$ cat src/design/owt_pkg.sv
/*
 * owt_pkg: shared constants for the operation watchdog timer.
 * Assumes a 32-bit APB register bus and a single 100 MHz pclk.
 */
package owt_pkg;

    // register byte offsets
    localparam logic [7:0] OFS_RESET_CAUSE = 8'h00;
    localparam logic [7:0] OFS_SYS_OPTION  = 8'h04;
    localparam logic [7:0] OFS_IRQ_STATUS  = 8'h08;
    localparam logic [7:0] OFS_IRQ_MASK    = 8'h0c;
    localparam logic [7:0] OFS_BUS_DIVIDER = 8'h10;
    localparam logic [7:0] OFS_COUNT       = 8'h14;

    // system_option_reg fields
    localparam int OPT_ENABLE_BIT  = 0;
    localparam int OPT_CLKSEL_BIT  = 1;
    localparam int OPT_PERIOD_LSB  = 2;
    localparam int OPT_PERIOD_W    = 3;

    // defaults restored by every reset
    localparam logic       DEF_ENABLE = 1'b1;
    localparam logic       DEF_CLKSEL = 1'b0;
    localparam logic [2:0] DEF_PERIOD = 3'h7;
    localparam logic [1:0] DEF_BUSDIV = 2'h0;

    // reset_cause_reg fields
    localparam int CAUSE_POWERON_BIT  = 0;
    localparam int CAUSE_WATCHDOG_BIT = 1;
    localparam int CAUSE_OTHER_BIT    = 2;

    // interrupt status / mask fields
    localparam int IRQ_TIMEOUT_BIT = 0;
    localparam int IRQ_SERVICE_BIT = 1;
    localparam int IRQ_W           = 2;

    // counting and timing
    localparam int         CNT_W          = 20;
    localparam int         EXP_W          = 5;
    localparam logic [4:0] LFO_EXP_BASE   = 5'h05;
    localparam logic [4:0] LFO_EXP_MAX    = 5'h0b;
    localparam logic [4:0] BUS_EXP_BASE   = 5'h0d;
    localparam logic [4:0] BUS_EXP_MAX    = 5'h13;
    localparam logic [1:0] RESTART_TICKS  = 2'h3;
    localparam logic [3:0] RESET_HOLD     = 4'hf;
    localparam int         BUSDIV_W       = 3;

    // overflow count exponent for a clock source and period code
    function automatic logic [EXP_W-1:0] overflow_exp(
        input logic       clksel,
        input logic [2:0] period);
        logic [EXP_W-1:0] e;
        e = 5'h00;
        if (clksel) begin
            e = BUS_EXP_BASE + {2'h0, period};
            if (e > BUS_EXP_MAX) begin
                e = BUS_EXP_MAX;
            end
        end else begin
            e = LFO_EXP_BASE + {2'h0, period};
            if (e > LFO_EXP_MAX) begin
                e = LFO_EXP_MAX;
            end
        end
        return e;
    endfunction : overflow_exp

endpackage : owt_pkg

$ cat src/design/owt_top.sv
/*
 * owt_top: operation watchdog timer with APB register slave.
 * Assumes one 100 MHz pclk, sleep and debug levels from same-clock
 * logic, and the low frequency oscillator arriving as a plain pin.
 */
// Decided for this implementation: the register addresses and the APB slave port.
// Overview of operation
// - The counter runs only while the enable bit of the option register is set.
// - Any write to the reset cause address clears the counter and leaves the reset cause register unchanged.
// - Reaching the selected overflow count unserviced asserts a system reset.
// - The clock select bit picks the oscillator (0) or the bus clock (1).
// - Oscillator codes 0 to 5 give 2^5 to 2^10, codes 6 and 7 give 2^11.
// - Bus clock codes 0 to 6 give 2^13 to 2^19, code 7 also 2^19.
// - Every reset restores enabled state and default settings.
// - The option register takes only the first write after reset.
// - The counter is suspended in halted debug and both sleep levels.
// - Sleep entry clears the counter while enabled; exit resumes after 3 source clocks.
// - A watchdog reset sets the watchdog flag of the reset cause register.
`timescale 1ns/1ps
module owt_top (
    // apb clock and reset
    input  wire logic        pclk,
    input  wire logic        presetn,
    // apb slave
    input  wire logic        psel,
    input  wire logic        penable,
    input  wire logic        pwrite,
    input  wire logic [7:0]  paddr,
    input  wire logic [31:0] pwdata,
    output logic      [31:0] prdata,
    output logic             pready,
    output logic             pslverr,
    // oscillator pin
    input  wire logic        low_freq_oscillator,
    // processor states, same clock domain
    input  wire logic        halted_debug_state,
    input  wire logic        deepest_sleep_level,
    input  wire logic        light_sleep_level,
    // reset from any other source, one-cycle pulse
    input  wire logic        other_reset_event,
    // outputs
    output logic             system_reset_req,
    output logic             irq
);

    typedef enum logic [1:0] {
        OWT_RUN,
        OWT_ASLEEP,
        OWT_RESTART
    } owt_state_t;

    ////////////////////////////////////////////////////////////////////////
    // declarations

    logic                          watchdog_enable_bit;
    logic                          watchdog_clock_select;
    logic [2:0]                    watchdog_period_select;
    logic                          option_locked_reg;
    logic [1:0]                    bus_clock_divider_select;
    logic [2:0]                    reset_cause_reg;
    logic [owt_pkg::IRQ_W-1:0]     irq_status_reg;
    logic [owt_pkg::IRQ_W-1:0]     irq_mask_reg;
    logic [owt_pkg::IRQ_W-1:0]     irq_set;
    logic [owt_pkg::IRQ_W-1:0]     irq_clr;
    owt_state_t                    state_reg;
    owt_state_t                    state_next;
    logic [1:0]                    restart_cnt_reg;
    logic [3:0]                    hold_cnt_reg;
    logic [owt_pkg::BUSDIV_W-1:0]  busdiv_cnt_reg;
    logic                          bus_tick;
    logic                          lfo_tick;
    logic                          src_tick;
    logic                          asleep;
    logic                          asleep_prev_reg;
    logic                          sleep_entry;
    logic                          counting;
    logic                          service_write;
    logic                          counter_clear;
    logic                          soft_reset;
    logic                          timeout;
    logic [owt_pkg::CNT_W-1:0]     count;
    logic [owt_pkg::EXP_W-1:0]     limit_exp;
    logic                          acc_done;
    logic                          wr_done;
    logic                          addr_ok;
    logic [31:0]                   rd_mux;

    ////////////////////////////////////////////////////////////////////////
    // apb decode: one wait state, answer registered

    function automatic logic is_mapped(input logic [7:0] a);
        return (a == owt_pkg::OFS_RESET_CAUSE) ||
               (a == owt_pkg::OFS_SYS_OPTION)  ||
               (a == owt_pkg::OFS_IRQ_STATUS)  ||
               (a == owt_pkg::OFS_IRQ_MASK)    ||
               (a == owt_pkg::OFS_BUS_DIVIDER) ||
               (a == owt_pkg::OFS_COUNT);
    endfunction : is_mapped

    assign addr_ok  = is_mapped(paddr);
    assign acc_done = psel & penable & pready;
    assign wr_done  = acc_done & pwrite & addr_ok;

    always_comb begin
        rd_mux = 32'h0000_0000;
        case (paddr)
            owt_pkg::OFS_RESET_CAUSE: rd_mux[2:0] = reset_cause_reg;
            owt_pkg::OFS_SYS_OPTION: begin
                rd_mux[owt_pkg::OPT_ENABLE_BIT] = watchdog_enable_bit;
                rd_mux[owt_pkg::OPT_CLKSEL_BIT] = watchdog_clock_select;
                rd_mux[owt_pkg::OPT_PERIOD_LSB +: owt_pkg::OPT_PERIOD_W] =
                    watchdog_period_select;
            end
            owt_pkg::OFS_IRQ_STATUS:  rd_mux[1:0] = irq_status_reg;
            owt_pkg::OFS_IRQ_MASK:    rd_mux[1:0] = irq_mask_reg;
            owt_pkg::OFS_BUS_DIVIDER: rd_mux[1:0] = bus_clock_divider_select;
            owt_pkg::OFS_COUNT:       rd_mux[19:0] = count;
            default:                  rd_mux = 32'h0000_0000;
        endcase
    end

    always_ff @(posedge pclk or negedge presetn) begin
        if (!presetn) begin
            pready  <= 1'b0;
            pslverr <= 1'b0;
            prdata  <= 32'h0000_0000;
        end else begin
            if (psel && penable && !pready) begin
                pready  <= 1'b1;
                pslverr <= ~addr_ok;
                prdata  <= pwrite ? 32'h0000_0000 : rd_mux;
            end else begin
                pready  <= 1'b0;
                pslverr <= 1'b0;
            end
        end
    end

    ////////////////////////////////////////////////////////////////////////
    // service write and internal reset

    // data is ignored, only the address matters
    assign service_write = wr_done &&
                           (paddr == owt_pkg::OFS_RESET_CAUSE);
    assign soft_reset    = timeout | other_reset_event;

    // reset output is stretched so the rest of the chip sees it
    always_ff @(posedge pclk or negedge presetn) begin
        if (!presetn) begin
            hold_cnt_reg     <= 4'h0;
            system_reset_req <= 1'b0;
        end else if (timeout) begin
            hold_cnt_reg     <= owt_pkg::RESET_HOLD;
            system_reset_req <= 1'b1;
        end else if (hold_cnt_reg != 4'h0) begin
            hold_cnt_reg     <= hold_cnt_reg - 4'h1;
            system_reset_req <= 1'b1;
        end else begin
            system_reset_req <= 1'b0;
        end
    end

    // flag survives the watchdog reset so software can see the cause
    always_ff @(posedge pclk or negedge presetn) begin
        if (!presetn) begin
            reset_cause_reg <= 3'h1;
        end else if (timeout) begin
            reset_cause_reg <= 3'h2;
        end else if (other_reset_event) begin
            reset_cause_reg <= 3'h4;
        end
    end

    ////////////////////////////////////////////////////////////////////////
    // write-once option register

    always_ff @(posedge pclk or negedge presetn) begin
        if (!presetn) begin
            watchdog_enable_bit    <= owt_pkg::DEF_ENABLE;
            watchdog_clock_select  <= owt_pkg::DEF_CLKSEL;
            watchdog_period_select <= owt_pkg::DEF_PERIOD;
            option_locked_reg      <= 1'b0;
        end else if (soft_reset) begin
            watchdog_enable_bit    <= owt_pkg::DEF_ENABLE;
            watchdog_clock_select  <= owt_pkg::DEF_CLKSEL;
            watchdog_period_select <= owt_pkg::DEF_PERIOD;
            option_locked_reg      <= 1'b0;
        end else if (wr_done && paddr == owt_pkg::OFS_SYS_OPTION &&
                     !option_locked_reg) begin
            watchdog_enable_bit    <= pwdata[owt_pkg::OPT_ENABLE_BIT];
            watchdog_clock_select  <= pwdata[owt_pkg::OPT_CLKSEL_BIT];
            watchdog_period_select <=
                pwdata[owt_pkg::OPT_PERIOD_LSB +: owt_pkg::OPT_PERIOD_W];
            option_locked_reg      <= 1'b1;
        end
    end

    always_ff @(posedge pclk or negedge presetn) begin
        if (!presetn) begin
            bus_clock_divider_select <= owt_pkg::DEF_BUSDIV;
        end else if (soft_reset) begin
            bus_clock_divider_select <= owt_pkg::DEF_BUSDIV;
        end else if (wr_done && paddr == owt_pkg::OFS_BUS_DIVIDER) begin
            bus_clock_divider_select <= pwdata[1:0];
        end
    end

    ////////////////////////////////////////////////////////////////////////
    // counting clock sources

    // bus clock is pclk divided by 1, 2, 4 or 8 for codes 0..3
    always_ff @(posedge pclk or negedge presetn) begin
        if (!presetn) begin
            busdiv_cnt_reg <= '0;
        end else begin
            busdiv_cnt_reg <= busdiv_cnt_reg + owt_pkg::BUSDIV_W'(1);
        end
    end

    always_comb begin
        case (bus_clock_divider_select)
            2'h0:    bus_tick = 1'b1;
            2'h1:    bus_tick = (busdiv_cnt_reg[0] == 1'b1);
            2'h2:    bus_tick = (busdiv_cnt_reg[1:0] == 2'h3);
            default: bus_tick = (busdiv_cnt_reg == 3'h7);
        endcase
    end

    owt_sync_edge u_lfo_sync (
        .pclk       (pclk),
        .presetn    (presetn),
        .async_in   (low_freq_oscillator),
        .rise_pulse (lfo_tick)
    );

    assign src_tick  = watchdog_clock_select ? bus_tick : lfo_tick;
    assign limit_exp = owt_pkg::overflow_exp(watchdog_clock_select,
                                             watchdog_period_select);
    // the same function caps bus codes at the top count

    ////////////////////////////////////////////////////////////////////////
    // sleep handling

    assign asleep = deepest_sleep_level | light_sleep_level;
    assign sleep_entry = asleep & ~asleep_prev_reg;

    always_ff @(posedge pclk or negedge presetn) begin
        if (!presetn) begin
            asleep_prev_reg <= 1'b0;
        end else begin
            asleep_prev_reg <= asleep;
        end
    end

    always_comb begin
        state_next = state_reg;
        case (state_reg)
            OWT_RUN: begin
                if (asleep) begin
                    state_next = OWT_ASLEEP;
                end
            end
            OWT_ASLEEP: begin
                if (!asleep) begin
                    state_next = OWT_RESTART;
                end
            end
            OWT_RESTART: begin
                if (asleep) begin
                    state_next = OWT_ASLEEP;
                end else if (src_tick &&
                             restart_cnt_reg == owt_pkg::RESTART_TICKS -
                             2'h1) begin
                    state_next = OWT_RUN;
                end
            end
            default: state_next = OWT_RUN;
        endcase
    end

    always_ff @(posedge pclk or negedge presetn) begin
        if (!presetn) begin
            state_reg       <= OWT_RUN;
            restart_cnt_reg <= 2'h0;
        end else begin
            state_reg <= state_next;
            if (state_reg != OWT_RESTART) begin
                restart_cnt_reg <= 2'h0;
            end else if (src_tick) begin
                restart_cnt_reg <= restart_cnt_reg + 2'h1;
            end
        end
    end

    ////////////////////////////////////////////////////////////////////////
    // watchdog counter

    // debug halts counting but keeps the value
    assign counting = watchdog_enable_bit &&
                      state_reg == OWT_RUN && !asleep &&
                      !halted_debug_state;
    // a single-cycle clear per write; the tick source is only sampled
    // on pclk so no crossing of the clear is needed
    assign counter_clear = service_write | soft_reset |
                           (sleep_entry & watchdog_enable_bit);

    owt_counter u_counter (
        .pclk      (pclk),
        .presetn   (presetn),
        .clear     (counter_clear),
        .run       (counting),
        .tick      (src_tick),
        .limit_exp (limit_exp),
        .count     (count),
        .overflow  (timeout)
    );

    ////////////////////////////////////////////////////////////////////////
    // interrupt status, mask and output

    assign irq_set = {service_write, timeout};
    assign irq_clr = (wr_done && paddr == owt_pkg::OFS_IRQ_STATUS) ?
                     pwdata[owt_pkg::IRQ_W-1:0] : '0;

    // set beats a same-cycle clear
    always_ff @(posedge pclk or negedge presetn) begin
        if (!presetn) begin
            irq_status_reg <= '0;
        end else begin
            irq_status_reg <= (irq_status_reg & ~irq_clr) | irq_set;
        end
    end

    always_ff @(posedge pclk or negedge presetn) begin
        if (!presetn) begin
            irq_mask_reg <= '0;
        end else if (wr_done && paddr == owt_pkg::OFS_IRQ_MASK) begin
            irq_mask_reg <= pwdata[owt_pkg::IRQ_W-1:0];
        end
    end

    always_ff @(posedge pclk or negedge presetn) begin
        if (!presetn) begin
            irq <= 1'b0;
        end else begin
            irq <= |(irq_status_reg & irq_mask_reg);
        end
    end

endmodule : owt_top

$ cat src/design/owt_sync_edge.sv
/*
 * owt_sync_edge: two-flop synchroniser with a rising-edge pulse.
 * Assumes the input is asynchronous to pclk and slower than pclk / 2.
 */
`timescale 1ns/1ps
module owt_sync_edge (
    // clock and reset
    input  wire logic pclk,
    input  wire logic presetn,
    // pin side
    input  wire logic async_in,
    // clock side
    output logic      rise_pulse
);

    logic meta_reg;
    logic sync_reg;
    logic prev_reg;

    // first stage feeds only the second stage
    always_ff @(posedge pclk or negedge presetn) begin
        if (!presetn) begin
            meta_reg <= 1'b0;
            sync_reg <= 1'b0;
        end else begin
            meta_reg <= async_in;
            sync_reg <= meta_reg;
        end
    end

    always_ff @(posedge pclk or negedge presetn) begin
        if (!presetn) begin
            prev_reg   <= 1'b0;
            rise_pulse <= 1'b0;
        end else begin
            prev_reg   <= sync_reg;
            rise_pulse <= sync_reg & ~prev_reg;
        end
    end

endmodule : owt_sync_edge

$ cat src/design/owt_counter.sv
/*
 * owt_counter: watchdog count with clear, hold and overflow detect.
 * Assumes tick is a one-cycle enable on pclk; clear wins over counting.
 */
`timescale 1ns/1ps
module owt_counter (
    // clock and reset
    input  wire logic                            pclk,
    input  wire logic                            presetn,
    // control
    input  wire logic                            clear,
    input  wire logic                            run,
    input  wire logic                            tick,
    input  wire logic [owt_pkg::EXP_W-1:0]       limit_exp,
    // status
    output logic      [owt_pkg::CNT_W-1:0]       count,
    output logic                                 overflow
);

    logic [owt_pkg::CNT_W-1:0] last_val;

    assign last_val = (owt_pkg::CNT_W'(1) << limit_exp) - owt_pkg::CNT_W'(1);

    always_ff @(posedge pclk or negedge presetn) begin
        if (!presetn) begin
            count    <= '0;
            overflow <= 1'b0;
        end else begin
            overflow <= 1'b0;
            if (clear) begin
                count <= '0;
            end else if (run && tick) begin
                if (count >= last_val) begin
                    count    <= '0;
                    overflow <= 1'b1;
                end else begin
                    count <= count + owt_pkg::CNT_W'(1);
                end
            end
        end
    end

endmodule : owt_counter

$ cat config.mk
export PLATFORM = sky130hd
export DESIGN_NAME = owt_top
export DESIGN_NICKNAME = d
export VERILOG_FILES = /design/src/design/owt_pkg.sv /design/src/design/owt_top.sv /design/src/design/owt_sync_edge.sv /design/src/design/owt_counter.sv
export SDC_FILE = /design/constraint.sdc
export NUM_CORES = 1
export LEC_CHECK = 0
export BUFFER_PORTS_ARGS = -buffer_cell sky130_fd_sc_hd__buf_2
export CELL_PAD_IN_SITES_DETAIL_PLACEMENT = 1
export CELL_PAD_IN_SITES_GLOBAL_PLACEMENT = 1
export CORE_UTILIZATION = 40
export CTS_CLUSTER_SIZE = 40
export DETAILED_ROUTE_END_ITERATION = 7
export HOLD_SLACK_MARGIN = 0.15
export PLACE_DENSITY_LB_ADDON = 0.1
export SYNTH_ARGS = -nofsm -noshare
export SYNTH_HDL_FRONTEND = slang
export SYNTH_SLANG_ARGS = --single-unit
$ cat constraint.sdc
create_clock -name pclk -period 5.96 [get_ports pclk]
set_input_delay 0.894 -clock pclk [delete_from_list [all_inputs] [get_ports pclk]]
set_output_delay 0.894 -clock pclk [all_outputs]
set_load 0.02 [all_outputs]
Yosys cells after proc, flatten, opt, wreduce, memory -nomap -nowiden
Cells that the tools add are included.
{ "word_totals": {"out_inout_bits": 36, "input_bits": 50, "reg_bits": 88, "wordCells": 145} }
{ "classes": {"order_cmp": 3, "muxes": 42, "n_bitwise": 18, "n_addsub": 7, "shifts": 1, "n_eq_ne": 16, "n_reduce_logical": 34} }
{ "ops": {"columns": ["operator", "n"], "rows": [
  ["20-bit two-way mux", 4],
  ["20-bit by 1-bit adder with 20-bit output, second input constant", 1],
  ["20-bit greater-or-equal comparator", 1],
  ["1-bit by 5-bit left shift with 20-bit output, first input constant", 1],
  ["20-bit by 2-bit subtractor with 20-bit output, second input constant", 1],
  ["2-bit two-way mux", 9],
  ["8-bit by 4-bit == test with 1-bit output, second input constant", 2],
  ["8-bit by 5-bit == test with 1-bit output, second input constant", 2],
  ["15-bit two-way mux", 1],
  ["1-bit two-way mux", 14],
  ["1-bit logical AND", 13],
  ["3-bit two-way mux", 4],
  ["4-bit two-way mux", 3],
  ["2-bit case mux with 6 select lines", 1],
  ["2-bit nonzero test", 6],
  ["5-bit two-way mux", 2],
  ["2-bit == test, second input constant", 4],
  ["8-bit by 3-bit == test with 1-bit output, second input constant", 1],
  ["8-bit logical NOT", 1],
  ["1-bit AND", 7],
  ["2-bit != test, second input constant", 3],
  ["1-bit case mux with 3 select lines", 2],
  ["2-bit case mux with 3 select lines", 1],
  ["4-bit by 3-bit adder with 5-bit output, first input constant", 1],
  ["other kinds (21)", 36]
]} }

Depth between registers and ports, before layout
Gate-level depths: netlist (run 1).
{ "depth": {"word_depth": 12, "depth_mapped": 22, "ltp_nobuf": 21} }

Cells and area by module
Synthesis (run 1) repeated with hierarchy kept, for this count alone.
{ "hier_totals": {"hier_cells": 469, "hier_area_um2": 4679.5} }
{ "by_module_without_submodules": {"columns": ["mod", "instances", "seq_area_each_um2", "cells_each", "area_per_inst_um2"], "rows": [
  ["owt_top", 1, 1282.5, 232, 2612.5],
  ["owt_counter", 1, 525.5, 232, 1953.1],
  ["owt_sync_edge", 1, 100.1, 5, 113.9]
]} }

Worst setup path before layout (run 1)
Ideal clock, no wire load.
{ "synth_path": {"kind": "reg2reg", "from": "reg watchdog_period_select[2]", "to": "reg u_counter.count[16] (netlist name)", "setup_ps": 124, "slack_ps": 1403, "stages_incl_launch_ff": 22, "arrival_ps": 4433, "period_less_slack_ps": 4557, "cell_sequence": "dfstp_2 > buf_2 > inv_1 > ha_1 > inv_2 > clkbuf_1 > nor2_1 > nand2_1 > ha_1 > o31ai_1 > nor4_2 > a21boi_2 > nand2b_1 > a32oi_1 > ha_1 > nand2_1 > o21ai_0 > a41oi_1 > or2_2 > o211a_1 > and3_1 > a211o_1"} }
{ "synth_between": {"elab_chain_cells": 10, "elab_cells_between_ends": 13} }
{ "synth_rtl": {"columns": ["item", "line_no", "text"], "rows": [
  ["from (decl)", "owt_top.sv:57", "logic [2:0] watchdog_period_select;"],
  ["from (signal assigned)", "owt_top.sv:181", "watchdog_period_select <= owt_pkg::DEF_PERIOD;"],
  ["from (signal assigned)", "owt_top.sv:186", "watchdog_period_select <= owt_pkg::DEF_PERIOD;"],
  ["from (signal assigned)", "owt_top.sv:192", "watchdog_period_select <="],
  ["4-bit by 3-bit adder with 5-bit output or 3-bit by 3-bit adder with 4-bit output (tied branches)", "owt_pkg.sv:55, owt_pkg.sv:60", null],
  ["5-bit > comparator or 4-bit > comparator (tied branches)", "owt_pkg.sv:56, owt_pkg.sv:61", null],
  ["5-bit two-way mux or 4-bit two-way mux (tied branches)", "owt_pkg.sv:56, owt_pkg.sv:61", null],
  ["5-bit two-way mux (*)", "owt_pkg.sv:54", "if (clksel) begin"],
  ["1-bit by 5-bit left shift with 20-bit output (*)", "owt_counter.sv:22", "assign last_val = (owt_pkg::CNT_W'(1) << limit_exp) - owt_pkg::CNT_W'(1);"],
  ["20-bit by 2-bit subtractor with 20-bit output (*)", "owt_counter.sv:22", null],
  ["20-bit greater-or-equal comparator (*)", "owt_counter.sv:33", "if (count >= last_val) begin"],
  ["20-bit two-way mux (*)", "owt_counter.sv:33", null],
  ["20-bit two-way mux (*)", "owt_counter.sv:32", "end else if (run && tick) begin"],
  ["20-bit two-way mux (*)", "owt_counter.sv:30", "if (clear) begin"],
  ["to (signal assigned)", "owt_counter.sv:37", "count <= count + owt_pkg::CNT_W'(1);"],
  ["to (decl)", "owt_counter.sv:16", "output logic [owt_pkg::CNT_W-1:0] count,"]
]} }
Every way passes the cells marked *; elsewhere a longest branch is shown, timed or not. The select of a mux whose other input is x is not followed.
A chain may end at the register's enable or synchronous reset.

Worst setup path after layout (run 1)
{ "layout_path": {"from": "reg watchdog_period_select[1]", "to": "reg u_counter.count[3] (netlist name)"} }
The elaborated chain is that of the path after synthesis.

==> results.json, run 1 <==
{
  "final-hold-violation-count": 0,
  "use_met2": 0.367,
  "top_usage_layer": "met2",
  "synthMuxAreaShare": 0.0364,
  "maxSlewViolCount": 0,
  "clock.fmax_mhz": 180,
  "place_congestion": 0.828,
  "crit_required_ns": 6.18,
  "die_y_um": 112,
  "power_frac_comb": 0.045,
  "viasPerCell": 5.81,
  "synth.most_common_cell": "dfrtp_1",
  "max-vdd-ir-drop_mv": 0.204,
  "drtIter0Drc": 196,
  "root_buffer": "clkbuf_16",
  "wl_per_cell_um": 18.3,
  "synth-simple-area-share": 0.217,
  "die_x_um": 112,
  "netlist_area_um2": 4880,
  "cts.clk_slew.worst_paths_ns": 0.06,
  "fin_setup_tns_ns": 0,
  "regToRegSetupSlack_ns": 0.40,
  "power_leakage_nw": 2.70,
  "synthToLayoutAreaGrowth_pct": 12.0,
  "min_from": "u_lfo_sync.meta_reg$_DFF_PN0_",
  "critPathCaptureType": "register",
  "cts_htree_levels": 3,
  "cts_buffer_depth": 2,
  "rsz0062_at_grt": "false",
  "synth-main-ff-cell": "dfrtp_1",
  "synth-edff-count": 0,
  "netSwitchingFraction": 0.233,
  "use_met1": 0.301,
  "nNetsFinal": 651,
  "dpl.hpwl_um": 9480,
  "cpMostUsedCell": "ha_1",
  "synth_top_family_by_area": "simple AND/OR/NAND/NOR gates",
  "slew_headroom": 0.262,
  "synthXorXnorAreaFrac": 0.0162,
  "dpl.cell_count": 701,
  "yosysTopAreaCellShare": 0.364,
  "netlist_top_cells_area": "dfrtp_1 36%, ha_1 8.2%, nand2_1 4.6%",
  "tightestPinTransition_ns": 1.10,
  "final_cells": 716,
  "critPathArrivalTime_ns": 5.78,
  "gr-total-overflow": 0,
  "worstHoldPathCells": 0,
  "synth_top_cell_by_area": "dfrtp_1",
  "drc": 0,
  "status": "completed",
  "use_met3": 0.0421,
  "routed_wl_um": 13100,
  "critPathKind": "register to register",
  "fin_crit_sh": 0.932,
  "numCtsBuffers": 9,
  "ys_seq_area_frac": 0.391,
  "setup_viol": 0,
  "nFillCells": 1362,
  "worst-path-max-fanout": 17,
  "cp_num_cells": 21,
  "synth_fa_ha_area_frac": 0.0821,
  "ff2ff_path_depth": 21,
  "first_pass_iters": 4,
  "cts-resized-gates": 0,
  "intPower_uw": 867,
  "synth_area_per_cell_um2": 9.16,
  "cp.buffers_inverters": 1,
  "grt_max_degree": 77,
  "rows": 39,
  "dieArea_um2": 12600,
  "crit_chain": "ha_1 > inv_1 > ha_1 > nand2_1 > o21a_2 > nor2_1 > nand2_1 > ha_1 > o31ai_1 > nor4_2 > a21boi_2 > nand2b_1 > a32oi_1 > ha_1 > nand2_1 > o21ai_0 > a41oi_1 > or2_2 > o211a_1 > and3_1 > a221o_1",
  "p_clk_frac": 0.493,
  "fin_worst_skew_ns": 0.00684,
  "hold_end": "u_lfo_sync.sync_reg$_DFF_PN0_",
  "initial_core_util": 0.418,
  "postCtsSetupRepairBufs": 0,
  "hold_buffers": 0,
  "antennaDiodeCount": 0,
  "cts.sinks": 76,
  "cts_tree": "built",
  "ios": 86,
  "grt_pass1_vias": 4340,
  "yosysWarnings": 0,
  "switchingPower_uw": 264,
  "cp_top_family": "compound AO/OA/AOI/OAI gates",
  "io_buffer_count": 46,
  "synthCells": 533,
  "drive_gt1_frac": 0.161,
  "drv_cap": 0,
  "crit_path_top_delay_cell": "dfstp_2",
  "pwr-share-seq": 0.461,
  "start_kind": "register",
  "synth_compound_area_frac": 0.197,
  "r2r-start": "watchdog_period_select[1]$_DFFE_PN1P_",
  "hp-class": "register to register",
  "period_minus_slack_ns": 5.56,
  "cp_slowest_stage_delay_ns": 0.65,
  "ant_nets": 0,
  "async_flop_share": 1.00,
  "ys_ff_latch": 76,
  "grt_usage": 0.223,
  "synth_cell_type_count": 71,
  "clk_latency_ns": 0.35,
  "synth_common_cells": "71 x dfrtp_1, 60 x nand2_1, 35 x nand3_1",
  "power.density_nw_per_um2": 207,
  "rr_endpoint": "u_counter.count[3]$_DFFE_PN0P_",
  "vias": 4161,
  "core_area_um2": 11700,
  "antenna_found_initial": 0,
  "grt_pass1_wl_um": 22200
}
## through the flow
| step | worst slack, ns | util | power [mW] | area (um2) | hold WS (ns) |
|---|---|---|---|---|---|
| after floorplan | 1.40 | - | 0.564 | 4920 | 0.331 |
| after global placement | 0.621 | 0.443 | 0.582 | 5170 | 0.333 |
| after detailed placement | 0.437 | 0.443 | 0.584 | 5170 | 0.336 |
| after CTS | 0.367 | 0.469 | 1.15 | 5470 | 0.350 |
| after global routing | 0.00646 | 0.469 | 1.17 | 5470 | 0.362 |
| final | 0.405 | 0.469 | 1.13 | 5470 | 0.348 |
## per-layer routing
metal | share of wire | wire length [um] | up-vias
met1 | 0.49 | 6440 | 2107
met2 | 0.47 | 6100 | 65
met3 | 0.031 | 406 | 12
met5 | 0 | 0 | -
met4 | 0.011 | 141 | 0
li1 | - | - | 1977
## logic make-up (layout without fill, tap and decap cells)
group / after synthesis / count (layout)
adders and majority gates: 32 / 32
AOI/OAI and AO/OA: 131 / 131
muxes: 15 / 15
xor gates and xnor gates: 9 / 9
other: 1 / 12
buffers and inverters: 62 / 91
DFF: 76 / 76
and+or+nand+nor: 207 / 207
## worst register-to-register path: cells and delay by family (launching register included)
kind / cells / cell delay, ns
compound gates: 8 / 2.29
fa+ha+maj: 4 / 0.86
buf+inv: 1 / 0.04
simple gates: 8 / 1.61
flops: 1 / 0.65
## worst max-delay path by stage
stage	from	slack [ns]	to
2_1_floorplan	watchdog_period_select[2]$_DFFE_PN1P_	1.40	u_counter.count[16]$_DFFE_PN0P_
3_3_place_gp	watchdog_period_select[0]$_DFFE_PN1P_	0.62	u_counter.count[9]$_DFFE_PN0P_
3_5_place_dp	watchdog_period_select[0]$_DFFE_PN1P_	0.44	u_counter.count[9]$_DFFE_PN0P_
4_1_cts	watchdog_period_select[1]$_DFFE_PN1P_	0.37	u_counter.count[3]$_DFFE_PN0P_
5_1_grt	watchdog_period_select[1]$_DFFE_PN1P_	0.006	u_counter.count[3]$_DFFE_PN0P_
6_report	watchdog_period_select[1]$_DFFE_PN1P_	0.40	u_counter.count[3]$_DFFE_PN0P_
## power by group through the flow
stage,Combinational (mW),Sequential [mW],Clock (mW)
5_1_grt,0.0578,0.522,0.590
3_3_place_gp,0.0510,0.531,0
2_1_floorplan,0.0316,0.532,0
4_1_cts,0.0527,0.522,0.572
3_5_place_dp,0.0526,0.531,0
6_report,0.0515,0.522,0.558
## cell type report
class                           instances  area [um2]  share of cell area
Sequential cell                        76        1910               0.349
Inverter                               26        97.6              0.0179
Multi-Input combinational cell        406        2720               0.497
Tap cell                              143         179              0.0327
Timing Repair Buffer                   50         263              0.0481
Clock inverter                          5        60.1              0.0110
Clock buffer                           10         239              0.0437
## cell usage in the layout, fill, tap and decap left out, types with 12 or more instances in the layout
cell type	instances
o21ai_0	24
or3_1	13
ha_1	32
a21oi_1	25
buf_2	45
a22o_1	18
conb_1	12
nand3_1	35
dfrtp_1	71
a21o_1	13
nor2_1	34
nand2_1	60
inv_1	25
No activity file was read; power rests on OpenSTA's default activity.
==> run 2, diff against run 1 <==
--- a/config.mk
+++ b/config.mk
@@ -15,4 +15,5 @@
 export PLACE_DENSITY_LB_ADDON = 0.1
 export SYNTH_ARGS = -nofsm -noshare
 export SYNTH_HDL_FRONTEND = slang
+export SYNTH_HIERARCHICAL = 1
 export SYNTH_SLANG_ARGS = --single-unit
==> run 2 against run 1 <==
  * Wire length is 15% lower
  * Die area is 4.0% lower
  * Clock skew is 0.0011 ns higher
  * Critical endpoint is now u_counter/count[15]$_DFFE_PN0P_
  * Hold slack better by 0.012 ns
  * Critical path type unchanged
  * Register-to-register slack better by 0.34 ns
==> results.json, run 2 <==
{
  "status": "completed",
  "yosysWarnings": 6,
  "cts_buffer_depth": 2,
  "worst-path-max-fanout": 12,
  "core_area_um2": 11400,
  "numCtsBuffers": 9,
  "vias": 3692,
  "ys_ff_latch": 76,
  "ios": 86,
  "grt_pass1_wl_um": 18300,
  "drive_gt1_frac": 0.202,
  "clock.fmax_mhz": 192,
  "ys_seq_area_frac": 0.408,
  "worstHoldPathCells": 0,
  "synth_common_cells": "71 x dfrtp_1, 44 x nand2_1, 30 x ha_1",
  "max-vdd-ir-drop_mv": 0.228,
  "die_y_um": 110,
  "gr-total-overflow": 0,
  "antenna_found_initial": 0,
  "drv_cap": 0,
  "power.density_nw_per_um2": 212,
  "io_buffer_count": 46,
  "grt_pass1_vias": 3615,
  "wl_per_cell_um": 16.8,
  "postCtsSetupRepairBufs": 0,
  "clk_latency_ns": 0.33,
  "dpl.hpwl_um": 8260,
  "hold_buffers": 0,
  "initial_core_util": 0.410,
  "synthCells": 469,
  "cts.clk_slew.worst_paths_ns": 0.06,
  "ff2ff_path_depth": 21,
  "routed_wl_um": 11100,
  "die_x_um": 110,
  "synth_area_per_cell_um2": 9.98,
  "synth_top_cell_by_area": "dfrtp_1",
  "setup_viol": 0,
  "critPathKind": "register to register",
  "finalPower_mw": 1.12,
  "synthToLayoutAreaGrowth_pct": 13.0,
  "nNetsFinal": 591,
  "netlist_area_um2": 4680,
  "rows": 39,
  "power_leakage_nw": 2.51,
  "critPathArrivalTime_ns": 5.42,
  "netlist_top_cells_area": "dfrtp_1 38%, ha_1 8.0%, a22o_1 3.9%",
  "drc": 0,
  "synth_cell_type_count": 75,
  "cts.sinks": 76,
  "cts_htree_levels": 3,
  "viasPerCell": 5.60,
  "crit_required_ns": 6.16,
  "rsz0062_at_grt": "false",
  "fin_worst_skew_ns": 0.00797,
  "fin_crit_sh": 0.876,
  "synth.most_common_cell": "dfrtp_1",
  "grt_usage": 0.195,
  "async_flop_share": 1.00,
  "slew_headroom": 0.328,
  "critPathCaptureType": "register",
  "root_buffer": "clkbuf_16",
  "period_minus_slack_ns": 5.22,
  "synth-main-ff-cell": "dfrtp_1",
  "tightestPinTransition_ns": 1.00,
  "ant_nets": 0,
  "final-hold-violation-count": 0,
  "fin_setup_tns_ns": 0,
  "dieArea_um2": 12100,
  "maxSlewViolCount": 0,
  "cts-resized-gates": 0,
  "yosysTopAreaCellShare": 0.380,
  "start_kind": "register",
  "antennaDiodeCount": 0,
  "cts_tree": "built",
  "synth-edff-count": 0,
  "final_common_cell": "dfrtp_1",
  "layout_common_cells": "71 x dfrtp_1, 45 x buf_2, 44 x nand2_1, 30 x ha_1, 28 x nand3_1",
  "first_pass_iters": 5,
  "place_congestion": 0.787,
  "hp-class": "register to register",
  "drtIter0Drc": 133,
  "grt_max_degree": 77
}
## run 2: cell types whose count changed in the layout (fill, tap and decap cells not counted), sizes merged, moves of 6 or more
cell    before  now
nand2       60   44
mux2i       11   18
or3         13    6
a21oi       27   21
o311ai       1   10
nor2        34   22
o21ai       24   15
nand3       35   28
a21o        13    7
clkbuf      10   16
## run 2: final timing paths
kind / from / slack [ns] / endpoint
setup / recovery: watchdog_period_select[1]$_DFFE_PN1P_ / 0.74 / u_counter/count[15]$_DFFE_PN0P_
hold / removal: u_lfo_sync/meta_reg$_DFF_PN0_ / 0.36 / u_lfo_sync/sync_reg$_DFF_PN0_
setup reg to reg: watchdog_period_select[1]$_DFFE_PN1P_ / 0.74 / u_counter/count[15]$_DFFE_PN0P_
hold reg to reg: u_lfo_sync/meta_reg$_DFF_PN0_ / 0.36 / u_lfo_sync/sync_reg$_DFF_PN0_
max in group asynchronous: presetn / 4.60 / option_locked_reg$_DFFE_PN0P_
min in group asynchronous: presetn / 0.72 / hold_cnt_reg[2]$_DFFE_PN0P_
## run 2: cell families (layout without fill, tap and decap cells)
group | Yosys count | in the layout | synth area share
AND/OR/NAND/NOR | 171 | 171 | 0.216
buffers and inverters | 59 | 95 | 0.0644
XOR/XNOR | 3 | 3 | 0.00562
multiplexers | 22 | 22 | 0.0529
adder cells (fa/ha/maj) | 30 | 30 | 0.0802
flip-flops | 76 | 76 | 0.408
other | 1 | 12 | 0.000801
AO/OA/AOI/OAI | 107 | 107 | 0.172
## run 2: worst max-delay path: stages (launching register included)
cell,delay [ns]
dfstp_2,0.62
ha_1,0.17
inv_1,0.04
ha_1,0.18
o2111ai_1,0.23
o211ai_1,0.17
buf_4,0.20
nor2_1,0.19
nand3_1,0.16
ha_1,0.35
nor3_1,0.34
nand2b_1,0.10
nand2_1,0.07
a22o_1,0.11
a21boi_0,0.12
ha_1,0.32
and4_4,0.17
a221oi_2,0.21
a31oi_1,0.19
nor3_1,0.30
nand2b_1,0.39
o311ai_0,0.47
## run 2: layout make-up
type | instances | area (um2)
fillers | 1310 | 6130
multi-input cells | 345 | 2510
flip-flops and latches | 76 | 1910
clock buffers | 16 | 302
repair buffers | 55 | 300
well taps | 143 | 179
inverters | 24 | 90.1
## run 2: stage by stage
stage	utilization	instances	hold slack, ns	setup slack, ns	instance area (um2)
CTS	0.463	659	0.361	0.691	5290
global route	0.463	659	0.380	0.195	5290
floorplan	-	480	0.331	1.57	4720
detailed placement	0.437	643	0.337	0.726	4990
finish	0.463	659	0.360	0.740	5290
global placement	0.437	643	0.343	0.964	4990
## run 2: routing by layer
metal,GRT usage,share of wire,up-vias,wire [um]
li1,-,-,1788,-
met1,0.287,0.51,1838,5690
met2,0.295,0.44,57,4920
met3,0.0376,0.031,9,347
met4,0.0479,0.0097,0,107
met5,0,0,-,0
## run 2: power breakdown
| part | internal (mW) | switching, mW | leakage (nW) |
|---|---|---|---|
| logic | 0.0167 | 0.0435 | 1.35 |
| registers | 0.521 | 0.00264 | 1.02 |
| clock network | 0.339 | 0.196 | 0.149 |
| total | 0.877 | 0.243 | 2.51 |
==> run 3, diff against run 2 <==
--- a/config.mk
+++ b/config.mk
@@ -9,10 +9,12 @@
 export CELL_PAD_IN_SITES_DETAIL_PLACEMENT = 1
 export CELL_PAD_IN_SITES_GLOBAL_PLACEMENT = 1
 export CORE_UTILIZATION = 40
+export CTS_BUF_LIST = sky130_fd_sc_hd__clkbuf_4
 export CTS_CLUSTER_SIZE = 40
 export DETAILED_ROUTE_END_ITERATION = 7
 export HOLD_SLACK_MARGIN = 0.15
 export PLACE_DENSITY_LB_ADDON = 0.1
+export SKIP_CTS_REPAIR_TIMING = 1
 export SYNTH_ARGS = -nofsm -noshare
 export SYNTH_HDL_FRONTEND = slang
 export SYNTH_HIERARCHICAL = 1
==> run 3 against run 2 <==
  * Clock-buffer cell count shrank 5
  * Die area is the same
  * Critical endpoint unchanged
  * Critical path type unchanged
  * Register-to-register slack gained 0.02 ns
==> results.json, run 3 (synthesis gave the netlist of run 2 again) <==
{
  "period_minus_slack_ns": 5.20,
  "dieArea_um2": 12100,
  "final_common_cell": "dfrtp_1",
  "cts.sinks": 76,
  "top_usage_layer": "met2",
  "dpl.hpwl_um": 8260,
  "drc": 0,
  "rows": 39,
  "dpl-instance-area_um2": 4990,
  "nNetsFinal": 591,
  "grt_pass1_vias": 3622,
  "drive_gt1_frac": 0.196,
  "use_met2": 0.294,
  "layout_common_cells": "71 x dfrtp_1, 45 x buf_2, 44 x nand2_1, 30 x ha_1, 28 x nand3_1",
  "critPathKind": "register to register",
  "cts_buffer_depth": 2,
  "hp-class": "register to register",
  "worst-path-max-fanout": 12,
  "critPathCaptureType": "register",
  "slew_headroom": 0.322,
  "clk_latency_ns": 0.45,
  "synthToLayoutAreaGrowth_pct": 8.77,
  "crit_required_ns": 6.29,
  "place_congestion": 0.787,
  "maxSlewViolCount": 0,
  "p_clk_frac": 0.312,
  "numCtsBuffers": 9,
  "drv_cap": 0,
  "vias": 3672,
  "cts.clk_slew.worst_paths_ns": 0.11,
  "use_met3": 0.0435,
  "die_x_um": 110,
  "ant_nets": 0,
  "use_met1": 0.285,
  "intPower_uw": 625,
  "start_kind": "register",
  "max-vdd-ir-drop_mv": 0.125,
  "routed_wl_um": 11100,
  "cts_htree_levels": 3,
  "setup_viol": 0,
  "wl_per_cell_um": 16.8,
  "core_area_um2": 11400,
  "root_buffer": "clkbuf_4",
  "antennaDiodeCount": 0,
  "fin_worst_skew_ns": 0.0281,
  "fin_setup_tns_ns": 0,
  "netSwitchingFraction": 0.262,
  "rsz0062_at_grt": "false",
  "grt_max_degree": 77,
  "die_y_um": 110,
  "ios": 86,
  "switchingPower_uw": 222,
  "antenna_found_initial": 0,
  "power_frac_comb": 0.071,
  "tightestPinTransition_ns": 1.01,
  "clock.fmax_mhz": 192,
  "gr-total-overflow": 0,
  "final_cell_area_um2": 5090,
  "grt_usage": 0.198,
  "pwr-share-seq": 0.617,
  "io_buffer_count": 46,
  "grt_pass1_wl_um": 18300,
  "drtIter0Drc": 131,
  "initial_core_util": 0.410,
  "fin_crit_sh": 0.873,
  "first_pass_iters": 4,
  "final-hold-violation-count": 0,
  "critPathArrivalTime_ns": 5.53,
  "status": "completed",
  "cts_tree": "built",
  "viasPerCell": 5.57,
  "power.density_nw_per_um2": 166,
  "power_leakage_nw": 2.42
}
run 3: cell types whose count changed in the layout (fill, tap and decap cells not counted), sizes merged:
cell    previous run  this run
clkbuf            16        11
clkinv             0         5
run 3: area by class of cell:
type / count / area (um2)
flip-flops and latches: 76 / 1910
clock inverters: 5 / 18.8
fillers: 1327 / 6330
clock buffers: 11 / 82.6
well taps: 143 / 179
repair buffers: 55 / 300
inverters: 24 / 90.1
multi-input cells: 345 / 2510
run 3: final timing paths:
| check | end | from | depth (start not counted) | slack, ns |
|---|---|---|---|---|
| setup / recovery | u_counter/count[15]$_DFFE_PN0P_ | watchdog_period_select[1]$_DFFE_PN1P_ | 21 | 0.76 |
| hold / removal | u_lfo_sync/sync_reg$_DFF_PN0_ | u_lfo_sync/meta_reg$_DFF_PN0_ | 0 | 0.37 |
| setup reg to reg | u_counter/count[15]$_DFFE_PN0P_ | watchdog_period_select[1]$_DFFE_PN1P_ | 21 | 0.76 |
| hold reg to reg | u_lfo_sync/sync_reg$_DFF_PN0_ | u_lfo_sync/meta_reg$_DFF_PN0_ | 0 | 0.37 |
| max in group asynchronous | prdata[9]$_DFFE_PN0P_ | presetn | 1 | 4.74 |
| min in group asynchronous | hold_cnt_reg[2]$_DFFE_PN0P_ | presetn | 1 | 0.56 |
run 3: per-layer routing:
metal / vias to the layer above / share of wire / routed length (um)
met1: 1808 / 0.52 / 5780
li1: 1795 / - / -
met4: 0 / 0.016 / 177
met2: 55 / 0.43 / 4790
met5: - / 0 / 0
met3: 14 / 0.031 / 348
run 3: critical path, stage by stage (launching register included):
cell and delay (ns):
dfstp_2 0.64, ha_1 0.17, inv_1 0.04, ha_1 0.18, o2111ai_1 0.23, o211ai_1 0.17
buf_4 0.20, nor2_1 0.19, nand3_1 0.16, ha_1 0.35, nor3_1 0.34, nand2b_1 0.10
nand2_1 0.07, a22o_1 0.11, a21boi_0 0.12, ha_1 0.32, and4_4 0.17, a221oi_2 0.21
a31oi_1 0.19, nor3_1 0.30, nand2b_1 0.38, o311ai_0 0.46
run 3: power groups by stage:
stage	logic (mW)	clock network, mW	registers [mW]
final	0.0601	0.264	0.522
after floorplan	0.0401	0	0.533
after detailed placement	0.0615	0	0.532
after global placement	0.0603	0	0.532
after CTS	0.0618	0.282	0.522
after global routing	0.0676	0.299	0.523
run 3: stage by stage:
stage               worst slack, ns  power, mW  std cells   util  hold slack (ns)
finish                        0.759      0.846        659  0.446            0.373
global route                  0.189      0.890        659  0.446            0.396
CTS                           0.677      0.866        659  0.446            0.376
detailed placement            0.726      0.594        643  0.437            0.337
global placement              0.964      0.592        643  0.437            0.343
floorplan                      1.57      0.573        480      -            0.331
